===== src/core/flash_rcfg_pkg.sv =====
package flash_rcfg_pkg;
	// register offsets on the plain register port
	localparam logic [3:0] CFG_OFS = 4'h0;
	localparam logic [3:0] STAT_OFS = 4'h4;
	// read configuration field positions
	localparam int RM_POS = 15;
	localparam int LC_LSB = 11;
	localparam int WP_POS = 10;
	localparam int WD_POS = 8;
	localparam int CE_POS = 6;
	localparam int BW_POS = 3;
	localparam int BL_LSB = 0;
	// reset value and writable bits; reserved and sequence bits stay 0
	localparam logic [15:0] CFG_RESET = 16'h994f;
	localparam logic [15:0] CFG_WMASK = 16'hfd4f;
	// usable latency codes
	localparam logic [3:0] LC_MIN = 4'h3;
	localparam logic [3:0] LC_MAX = 4'ha;
	// burst length codes
	localparam logic [2:0] BL_4 = 3'h1;
	localparam logic [2:0] BL_8 = 3'h2;
	localparam logic [2:0] BL_16 = 3'h3;
	localparam logic [2:0] BL_CONT = 3'h7;
	// burst sequencer states
	typedef enum logic [1:0] {ST_IDLE, ST_LAT, ST_DATA, ST_DONE} burst_st_t;
endpackage


===== src/core/flash_read_config_decode.sv =====
// How it works
// - mode bit 0 gives synchronous burst reads, 1 asynchronous page reads, reset is 1.
// - latency codes 0 to 2 are reserved; 3 to 10 are usable.
// - polarity bit 0 makes wait active low, 1 makes it active high.
// - timing bit 0 releases wait with data, 1 one data cycle before.
// - clock-edge bit 0 uses falling edge, 1 rising edge, reset is rising.
// - wrap bit 0 wraps addresses inside burst length; 1, the default, never wraps.
// - length code 001 is 4, 010 is 8, 011 is 16, 111 continuous.
// - latency code counts valid edges from strobe release to first data word.
// - in synchronous mode with timing bit 0 wait stays asserted until valid data is on the bus.
`timescale 1ns/10ps
module flash_read_config_decode #(
	parameter int AW = 16,
	parameter int DW = 16,
	parameter int FIFO_DEPTH = 16
) (
	// clock and reset
	input wire logic sys_clk_i,
	input wire logic resetn_i,
	// register port
	input wire logic [3:0] reg_addr_i,
	input wire logic [15:0] reg_wdata_i,
	input wire logic reg_wr_i,
	input wire logic reg_rd_i,
	output logic [15:0] reg_rdata_o,
	// flash bus pins from the host
	input wire logic flash_clk_i,
	input wire logic chip_enable_n_i,
	input wire logic output_enable_n_i,
	input wire logic address_valid_strobe_n_i,
	input wire logic [AW-1:0] flash_addr_i,
	// flash bus pins to the host
	output logic [DW-1:0] dq_o,
	output logic dq_oe_n_o,
	output logic wait_o,
	output logic wait_oe_n_o,
	output logic [AW-1:0] burst_addr_o,
	// array word stream
	input wire logic [DW-1:0] mem_data_i,
	input wire logic mem_valid_i,
	output logic mem_ready_o
);
	localparam int SW = AW + 4;

	////////////////////////////////////////////////////////////////
	// pin synchronisers
	logic [SW-1:0] sync1_r;
	logic [SW-1:0] sync2_r;
	logic clk_prev_r;
	logic pin_clk;
	logic pin_ce;
	logic pin_oe;
	logic pin_adv;
	logic [AW-1:0] pin_addr;
	logic rise;
	logic fall;
	logic valid_edge;
	logic bus_on;

	// two flops per pin, only the second stage is read
	always_ff @(posedge sys_clk_i or negedge resetn_i) begin
		if (!resetn_i) begin
			sync1_r <= {4'hf, {AW{1'b0}}};
			sync2_r <= {4'hf, {AW{1'b0}}};
		end else begin
			sync1_r <= {flash_clk_i, chip_enable_n_i, output_enable_n_i,
				address_valid_strobe_n_i, flash_addr_i};
			sync2_r <= sync1_r;
		end
	end

	assign pin_clk = sync2_r[SW-1];
	assign pin_ce = !sync2_r[SW-2];
	assign pin_oe = !sync2_r[SW-3];
	assign pin_adv = !sync2_r[SW-4];
	assign pin_addr = sync2_r[AW-1:0];
	assign bus_on = pin_ce && pin_oe;

	// link clock edge finder
	always_ff @(posedge sys_clk_i or negedge resetn_i) begin
		if (!resetn_i) begin
			clk_prev_r <= 1'b0;
		end else begin
			clk_prev_r <= pin_clk;
		end
	end

	assign rise = pin_clk && !clk_prev_r;
	assign fall = !pin_clk && clk_prev_r;

	////////////////////////////////////////////////////////////////
	// configuration register and its snapshot
	logic [15:0] cfg_r;
	logic [15:0] act_cfg_r;
	logic act_rm;
	logic [3:0] act_lc;
	logic act_wp;
	logic act_wd;
	logic act_ce;
	logic act_bw;
	logic [2:0] act_bl;
	logic [3:0] lc_eff;
	logic lc_bad;
	logic bl_bad;
	logic start;

	// software write; reserved bits cannot be set
	always_ff @(posedge sys_clk_i or negedge resetn_i) begin
		if (!resetn_i) begin
			cfg_r <= flash_rcfg_pkg::CFG_RESET;
		end else if (reg_wr_i && reg_addr_i == flash_rcfg_pkg::CFG_OFS) begin
			cfg_r <= reg_wdata_i & flash_rcfg_pkg::CFG_WMASK;
		end
	end

	// a mid-burst write must not disturb the burst in flight
	always_ff @(posedge sys_clk_i or negedge resetn_i) begin
		if (!resetn_i) begin
			act_cfg_r <= flash_rcfg_pkg::CFG_RESET;
		end else if (start) begin
			act_cfg_r <= cfg_r;
		end
	end

	assign act_rm = act_cfg_r[flash_rcfg_pkg::RM_POS];
	assign act_lc = act_cfg_r[flash_rcfg_pkg::LC_LSB +: 4];
	assign act_wp = act_cfg_r[flash_rcfg_pkg::WP_POS];
	assign act_wd = act_cfg_r[flash_rcfg_pkg::WD_POS];
	assign act_ce = act_cfg_r[flash_rcfg_pkg::CE_POS];
	assign act_bw = act_cfg_r[flash_rcfg_pkg::BW_POS];
	assign act_bl = act_cfg_r[flash_rcfg_pkg::BL_LSB +: 3];

	// reserved latency codes run as the nearest usable one and are flagged
	always_comb begin
		lc_bad = 1'b0;
		lc_eff = act_lc;
		if (act_lc < flash_rcfg_pkg::LC_MIN) begin
			lc_bad = 1'b1;
			lc_eff = flash_rcfg_pkg::LC_MIN;
		end else if (act_lc > flash_rcfg_pkg::LC_MAX) begin
			lc_bad = 1'b1;
			lc_eff = flash_rcfg_pkg::LC_MAX;
		end
	end

	// only the chosen edge of the link clock advances the burst
	assign valid_edge = act_ce ? rise : fall;

	////////////////////////////////////////////////////////////////
	// burst length and wrap decode
	logic [4:0] blen;
	logic cont;
	logic [AW-1:0] wmask;

	// undefined length codes fall back to continuous, host must avoid them
	always_comb begin
		bl_bad = 1'b0;
		blen = 5'h00;
		cont = 1'b0;
		unique case (act_bl)
			flash_rcfg_pkg::BL_4: blen = 5'h04;
			flash_rcfg_pkg::BL_8: blen = 5'h08;
			flash_rcfg_pkg::BL_16: blen = 5'h10;
			flash_rcfg_pkg::BL_CONT: cont = 1'b1;
			default: begin
				cont = 1'b1;
				bl_bad = 1'b1;
			end
		endcase
	end

	assign wmask = AW'(blen) - 1'b1;

	////////////////////////////////////////////////////////////////
	// burst sequencer
	flash_rcfg_pkg::burst_st_t st_r;
	logic [3:0] lat_cnt_r;
	logic [AW-1:0] start_addr_r;
	logic [AW-1:0] offs_r;
	logic [4:0] words_r;
	logic dvalid_r;
	logic [DW-1:0] dq_r;
	logic [DW-1:0] fifo_data;
	logic fifo_valid;
	logic fifo_pop;
	logic [$clog2(FIFO_DEPTH):0] fifo_level;
	logic sync_mode;
	logic last_word;
	logic first_due;
	logic early;
	logic [AW-1:0] lin_addr;

	assign sync_mode = !act_rm;
	assign start = pin_adv && pin_ce;
	assign last_word = !cont && words_r == blen;
	assign first_due = st_r == flash_rcfg_pkg::ST_LAT && lat_cnt_r == lc_eff - 4'h1;
	assign fifo_pop = valid_edge && sync_mode && fifo_valid
		&& (first_due || (st_r == flash_rcfg_pkg::ST_DATA && !last_word));
	// next valid edge will present a word
	assign early = fifo_valid && (first_due || (st_r == flash_rcfg_pkg::ST_DATA && !last_word));

	// state; chip deselect ends the burst at once
	always_ff @(posedge sys_clk_i or negedge resetn_i) begin
		if (!resetn_i) begin
			st_r <= flash_rcfg_pkg::ST_IDLE;
		end else if (!pin_ce) begin
			st_r <= flash_rcfg_pkg::ST_IDLE;
		end else if (start) begin
			st_r <= flash_rcfg_pkg::ST_LAT;
		end else if (valid_edge && sync_mode) begin
			unique case (st_r)
				flash_rcfg_pkg::ST_IDLE: st_r <= flash_rcfg_pkg::ST_IDLE;
				flash_rcfg_pkg::ST_LAT: begin
					if (fifo_pop) begin
						st_r <= flash_rcfg_pkg::ST_DATA;
					end
				end
				flash_rcfg_pkg::ST_DATA: begin
					if (last_word) begin
						st_r <= flash_rcfg_pkg::ST_DONE;
					end
				end
				flash_rcfg_pkg::ST_DONE: st_r <= flash_rcfg_pkg::ST_DONE;
			endcase
		end
	end

	// latency counter holds at the last count while the array is late
	always_ff @(posedge sys_clk_i or negedge resetn_i) begin
		if (!resetn_i) begin
			lat_cnt_r <= 4'h0;
		end else if (start) begin
			lat_cnt_r <= 4'h0;
		end else if (valid_edge && st_r == flash_rcfg_pkg::ST_LAT && !first_due) begin
			lat_cnt_r <= lat_cnt_r + 4'h1;
		end
	end

	// address and word count of the burst
	always_ff @(posedge sys_clk_i or negedge resetn_i) begin
		if (!resetn_i) begin
			start_addr_r <= '0;
			offs_r <= '0;
			words_r <= 5'h00;
		end else if (start) begin
			start_addr_r <= pin_addr;
			offs_r <= '0;
			words_r <= 5'h00;
		end else if (fifo_pop) begin
			if (st_r == flash_rcfg_pkg::ST_DATA) begin
				offs_r <= offs_r + 1'b1;
			end
			if (!cont) begin
				words_r <= words_r + 5'h01;
			end
		end
	end

	// burst data word and valid flag change only on valid edges, the valid flag also clears on start or deselect; page reads track the fifo head
	always_ff @(posedge sys_clk_i or negedge resetn_i) begin
		if (!resetn_i) begin
			dq_r <= '0;
			dvalid_r <= 1'b0;
		end else if (!pin_ce || start) begin
			dvalid_r <= 1'b0;
		end else if (!sync_mode) begin
			dq_r <= fifo_data;
			dvalid_r <= fifo_valid;
		end else if (valid_edge) begin
			dvalid_r <= fifo_pop;
			if (fifo_pop) begin
				dq_r <= fifo_data;
			end
		end
	end

	// wrapped address stays inside the aligned burst window
	assign lin_addr = start_addr_r + offs_r;
	always_ff @(posedge sys_clk_i or negedge resetn_i) begin
		if (!resetn_i) begin
			burst_addr_o <= '0;
		end else if (!act_bw && !cont) begin
			burst_addr_o <= (start_addr_r & ~wmask) | (lin_addr & wmask);
		end else begin
			burst_addr_o <= lin_addr;
		end
	end

	////////////////////////////////////////////////////////////////
	// wait and data pins
	logic wait_act;
	logic wait_act_r;

	// async reads keep wait deasserted; early release trades one cycle of margin
	always_comb begin
		wait_act = 1'b0;
		if (sync_mode && st_r != flash_rcfg_pkg::ST_IDLE) begin
			if (act_wd) begin
				wait_act = !(dvalid_r || early);
			end else begin
				wait_act = !dvalid_r;
			end
		end
	end

	always_ff @(posedge sys_clk_i or negedge resetn_i) begin
		if (!resetn_i) begin
			wait_act_r <= 1'b0;
			wait_o <= 1'b0;
		end else begin
			wait_act_r <= wait_act;
			wait_o <= act_wp ? wait_act : !wait_act;
		end
	end

	assign wait_oe_n_o = !bus_on;
	assign dq_oe_n_o = !bus_on;
	assign dq_o = dq_r;

	////////////////////////////////////////////////////////////////
	// word buffer between array stream and flash bus
	word_fifo #(
		.WIDTH(DW),
		.DEPTH(FIFO_DEPTH)
	) u_fifo (
		.clk_i(sys_clk_i),
		.resetn_i(resetn_i),
		.in_data_i(mem_data_i),
		.in_valid_i(mem_valid_i),
		.in_ready_o(mem_ready_o),
		.out_data_o(fifo_data),
		.out_valid_o(fifo_valid),
		.out_ready_i(fifo_pop),
		.level_o(fifo_level)
	);

	////////////////////////////////////////////////////////////////
	// register read, data one cycle after the strobe
	always_ff @(posedge sys_clk_i or negedge resetn_i) begin
		if (!resetn_i) begin
			reg_rdata_o <= 16'h0000;
		end else if (reg_rd_i) begin
			unique case (reg_addr_i)
				flash_rcfg_pkg::CFG_OFS: reg_rdata_o <= cfg_r;
				flash_rcfg_pkg::STAT_OFS: reg_rdata_o <= {7'h00, 5'(fifo_level),
					bl_bad, lc_bad, st_r != flash_rcfg_pkg::ST_IDLE, dvalid_r};
				default: reg_rdata_o <= 16'h0000;
			endcase
		end
	end
endmodule


===== src/core/word_fifo.sv =====
`timescale 1ns/10ps
module word_fifo #(
	parameter int WIDTH = 16,
	parameter int DEPTH = 16
) (
	// clock and reset
	input wire logic clk_i,
	input wire logic resetn_i,
	// filling side
	input wire logic [WIDTH-1:0] in_data_i,
	input wire logic in_valid_i,
	output logic in_ready_o,
	// draining side
	output logic [WIDTH-1:0] out_data_o,
	output logic out_valid_o,
	input wire logic out_ready_i,
	// fill level
	output logic [$clog2(DEPTH):0] level_o
);
	localparam int AW = $clog2(DEPTH);

	logic [WIDTH-1:0] mem_r [DEPTH];
	logic [AW:0] wr_ptr_r;
	logic [AW:0] rd_ptr_r;
	logic push;
	logic pop;

	////////////////////////////////////////////////////////////////
	// full when pointers differ only in the wrap bit
	assign in_ready_o = (wr_ptr_r[AW] == rd_ptr_r[AW]) || (wr_ptr_r[AW-1:0] != rd_ptr_r[AW-1:0]);
	assign out_valid_o = wr_ptr_r != rd_ptr_r;
	assign out_data_o = mem_r[rd_ptr_r[AW-1:0]];
	assign level_o = wr_ptr_r - rd_ptr_r;
	assign push = in_valid_i && in_ready_o;
	assign pop = out_valid_o && out_ready_i;

	// storage, no reset needed on data
	always_ff @(posedge clk_i) begin
		if (push) begin
			mem_r[wr_ptr_r[AW-1:0]] <= in_data_i;
		end
	end

	// pointers
	always_ff @(posedge clk_i or negedge resetn_i) begin
		if (!resetn_i) begin
			wr_ptr_r <= '0;
			rd_ptr_r <= '0;
		end else begin
			if (push) begin
				wr_ptr_r <= wr_ptr_r + 1'b1;
			end
			if (pop) begin
				rd_ptr_r <= rd_ptr_r + 1'b1;
			end
		end
	end
endmodule


===== config.mk =====
export PLATFORM = sky130hd
export DESIGN_NAME = flash_read_config_decode
export DESIGN_NICKNAME = d
export VERILOG_FILES = /design/src/core/flash_rcfg_pkg.sv /design/src/core/flash_read_config_decode.sv /design/src/core/word_fifo.sv
export SDC_FILE = /design/constraint.sdc
export NUM_CORES = 1
export LEC_CHECK = 0
export ABC_AREA = 1
export BUFFER_PORTS_ARGS = -buffer_cell sky130_fd_sc_hd__buf_2
export CAP_MARGIN = 20
export CORE_AREA = 2 2 228 230
export DETAILED_ROUTE_END_ITERATION = 6
export DIE_AREA = 0 0 230 232
export PLACE_DENSITY = 0.51
export SKIP_LAST_GASP = 1
export SYNTH_ARGS = -nofsm -noshare
export SYNTH_HDL_FRONTEND = slang
export SYNTH_SLANG_ARGS = --single-unit
export TNS_END_PERCENT = 50

===== constraint.sdc =====
create_clock -name sys_clk_i -period 3.98 [get_ports sys_clk_i]
set_input_delay 0.398 -clock sys_clk_i [delete_from_list [all_inputs] [get_ports sys_clk_i]]
set_output_delay 0.398 -clock sys_clk_i [all_outputs]
set_load 0.05 [all_outputs]

==> results.py <==
metrics = {
    "final_layout": {
        "final_nets": 1794,
        "multiInputGateArea_sq_um": 5140,
        "area.sequential_sq_um": 11900,
        "area_delta_synth_final_pct": 17.9,
        "antenna_cells": 0,
        "drive_gt1_frac": 0.168,
        "fillerInstances": 4936,
        "postLayoutCellArea_sq_um": 20800,
    },
    "synthesis": {
        "synth-seq-cells": 423,
        "synth.distinct_cells": 54,
        "ys_top_cells_by_count": "nand2_1 (260), edfxtp_1 (256), nor2_1 (201)",
        "synth_top_area_cell": "edfxtp_1",
        "syn_area_sq_um": 17600,
        "synth_area_leaders": "edfxtp_1 (44%), dfrtp_1 (20%), nand2_1 (5.5%)",
        "synthArstFlopShare": 0.395,
        "synth_flop_cell": "edfxtp_1",
        "postSynthCellCount": 1561,
        "synth-edff-count": 256,
        "ys.warnings.count": 0,
        "syn_avg_cell_area_sq_um": 11.3,
        "synth-seq-area-share": 0.675,
        "syn_nets": 1653,
        "synth.most_common_cell": "nand2_1",
        "yosys.area.top_type_share": 0.436,
    },
    "setup_path": {
        "worstSetupStartpoint": "u_fifo.rd_ptr_r[2]$_DFFE_PN0P_",
        "critPathMaxStageDelay_ns": 0.45,
        "endpoint_kind": "flop",
        "critPathMostFrequentCell": "nand2_1",
        "worstPathCellList": "inv_2, ha_1, nand2_1, inv_1, nand3_1, or2_2, nand2_1, inv_1, nand2_1, nor2_2, buf_4",
        "cp.depth": 11,
        "r2r_slack_ns": 1.10,
        "worst-setup-path-type": "flop to flop",
        "start_kind": "flop",
        "cp.required_ns": 4.24,
        "timing.rr.end": "u_fifo.mem_r[15][9]$_DFFE_PP_",
        "worstSetupEndpoint": "u_fifo.mem_r[15][9]$_DFFE_PP_",
        "path_max_fanout": 10,
        "reg2reg_from": "u_fifo.rd_ptr_r[2]$_DFFE_PN0P_",
        "crit_buf_inv": 4,
        "slowest_stage": "nor2_2",
        "r2r.worst_path.cells": 11,
        "worstPathArrival_ns": 3.14,
        "critPathTopFamily": "simple AND/OR/NAND/NOR gates",
    },
    "clocking": {
        "clock-sinks": 423,
        "clock_latency_ns": 0.59,
        "numCtsBuffers": 47,
        "cts_root_buf": "clkbuf_16",
        "cts_resized": 0,
        "htreeDepth": 2,
        "tritoncts": "done",
        "clock_path_buffers": 3,
        "post_cts_buffers": 0,
        "clk_pin_slew_worst_paths_ns": 0.06,
        "postCtsHoldBufs": 21,
    },
    "grt": {
        "first_global_vias": 11600,
        "grt_max_degree": 91,
        "grt_antenna_before_repair": 6,
        "grt_usage": 0.169,
        "grt_first_pass_wirelength_microns": 69200,
        "grt-ovfl-total": 0,
    },
    "power_and_ir_drop": {
        "p_clk_frac": 0.308,
        "intPower_mw": 8.85,
        "switching_share": 0.359,
        "switchingPower_mw": 4.95,
        "pwr-share-comb": 0.287,
        "vdd_drop_max_mv": 0.349,
        "seqPwrFrac": 0.404,
        "leakage_nw": 8.21,
        "p_per_area_nw_per_um2": 664,
    },
    "floorplan": {
        "io_pins": 113,
        "fp.coreArea_sq_um": 50900,
        "rows": 83,
        "initial_core_util": 0.347,
        "die_y_microns": 232,
        "die_x_microns": 230,
        "dieArea_sq_um": 53400,
    },
    "timing": {
        "worst_slew_pin_slew_ns": 0.886,
        "slew_violations": 0,
        "skew_ns": 0.0205,
        "period_share": 0.724,
        "hold_viol": 0,
        "finalSetupTns_ns": 0,
        "max_freq_mhz": 347,
        "max_slew_margin": 0.409,
        "fin_crit_ns": 2.88,
        "setup_violations": 0,
        "rsz0062_at_grt": "false",
    },
    "detailed_routing": {
        "ant_nets": 0,
        "drc": 0,
        "drt_iter0_markers": 937,
        "drt-total-wl_microns": 44700,
        "detailroute.via_count": 11900,
        "vias_per_cell": 4.90,
        "first_pass_iters": 5,
        "routedWlPerCell_microns": 18.4,
    },
    "place": {
        "dp_hpwl_microns": 27500,
        "finalWeightedCongestion": 0.867,
        "numPortBuffers": 107,
        "placed_area_sq_um": 19000,
    },
    "run": {
        "drv_cap": 0,
    },
    "min_path": {
        "hp-class": "primary input to flop",
    },
    "outcome": {
        "status": "finished clean",
    },
}
==> metal layers <==
layer | part of all wire | global-route usage | up-vias
met5 | 0.00087 | 0 | -
met3 | 0.055 | 0.0323 | 68
li1 | - | - | 5733
met1 | 0.45 | 0.233 | 5765
met2 | 0.47 | 0.272 | 296
met4 | 0.022 | 0.0464 | 6
==> cell type report <==
cell class | count | area share
timing repair buffer | 160 | 0.0491
sequential | 423 | 0.573
clock inverter | 23 | 0.0116
multi-input combinational | 979 | 0.247
clock buffer | 65 | 0.0618
inverter | 91 | 0.0166
tap | 680 | 0.0409
==> registers in the layout, summed over array words and instances, names as in the netlist, 12 cells and up <==
name          count
u_fifo.mem_r    256
sync1_r          20
sync2_r          20
burst_addr_o     16
dq_o             16
offs_r           16
start_addr_r     16
reg_rdata_o      15
act_cfg_r        12
cfg_r            12
==> cell usage in the layout (no fill, tap or decap), types with 7 or more instances in the layout <==
cell / n
a21oi_1: 30
clkinv_1: 7
edfxtp_1: 256
nor2_2: 20
ha_1: 29
nor2_1: 184
inv_1: 81
buf_4: 29
o21ai_0: 174
dlygate4sd3_1: 21
o221ai_1: 24
dfstp_2: 26
clkbuf_16: 47
o21ai_1: 14
nand4_1: 7
o211ai_1: 12
buf_2: 106
nand2_1: 260
o22ai_1: 41
nand3_1: 82
clkbuf_1: 14
mux2_2: 12
xor2_1: 31
nor3_1: 7
clkinv_2: 9
dfrtp_1: 139
==> how the worst min path moves through the flow <==
stage	from	endpoint	slack, ns	depth (start not counted)
after floorplan	resetn_i	act_cfg_r[10]$_DFFE_PN0P_	0.10	0
after global placement	sync1_r[13]$_DFF_PN0_	sync2_r[13]$_DFF_PN0_	0.34	0
after detailed placement	sync1_r[9]$_DFF_PN0_	sync2_r[9]$_DFF_PN0_	0.33	0
after CTS	reg_wdata_i[14]	cfg_r[14]$_DFFE_PN0P_	0.02	2
after global routing	reg_wdata_i[14]	cfg_r[14]$_DFFE_PN0P_	0.03	2
final	reg_wdata_i[14]	cfg_r[14]$_DFFE_PN0P_	0.05	2
==> kinds of logic (layout without fill, tap and decap cells) <==
family | Yosys count | count (layout) | synth area share
and+or+nand+nor | 582 | 582 | 0.137
buffers and inverters | 159 | 339 | 0.0365
other | 1 | 1 | 0.000213
xor gates and xnor gates | 36 | 36 | 0.0179
DFF | 423 | 423 | 0.675
AOI/OAI and AO/OA | 317 | 317 | 0.103
muxes | 12 | 12 | 0.00766
adders and majority gates | 31 | 31 | 0.0228
==> through the flow <==
stage,instances,worst slack [ns],total power [mW],utilization,hold WS [ns]
floorplan,1561,0.714,8.26,-,0.102
global placement,2310,0.959,9.63,0.374,0.336
detailed placement,2310,0.902,9.66,0.374,0.335
CTS,2419,0.868,14.0,0.408,0.0160
global route,2421,0.857,14.6,0.408,0.0297
finish,2421,1.10,13.8,0.408,0.0488
==> power groups by stage <==
stage / clock (mW) / sequential [mW] / combinational (mW)
2_1_floorplan: 0 / 6.10 / 2.16
6_report: 4.25 / 5.58 / 3.97
5_1_grt: 4.53 / 5.65 / 4.40
3_5_place_dp: 0 / 5.67 / 4.00
3_3_place_gp: 0 / 5.66 / 3.97
4_1_cts: 4.37 / 5.59 / 4.03
No activity file was read; power rests on OpenSTA's default activity.
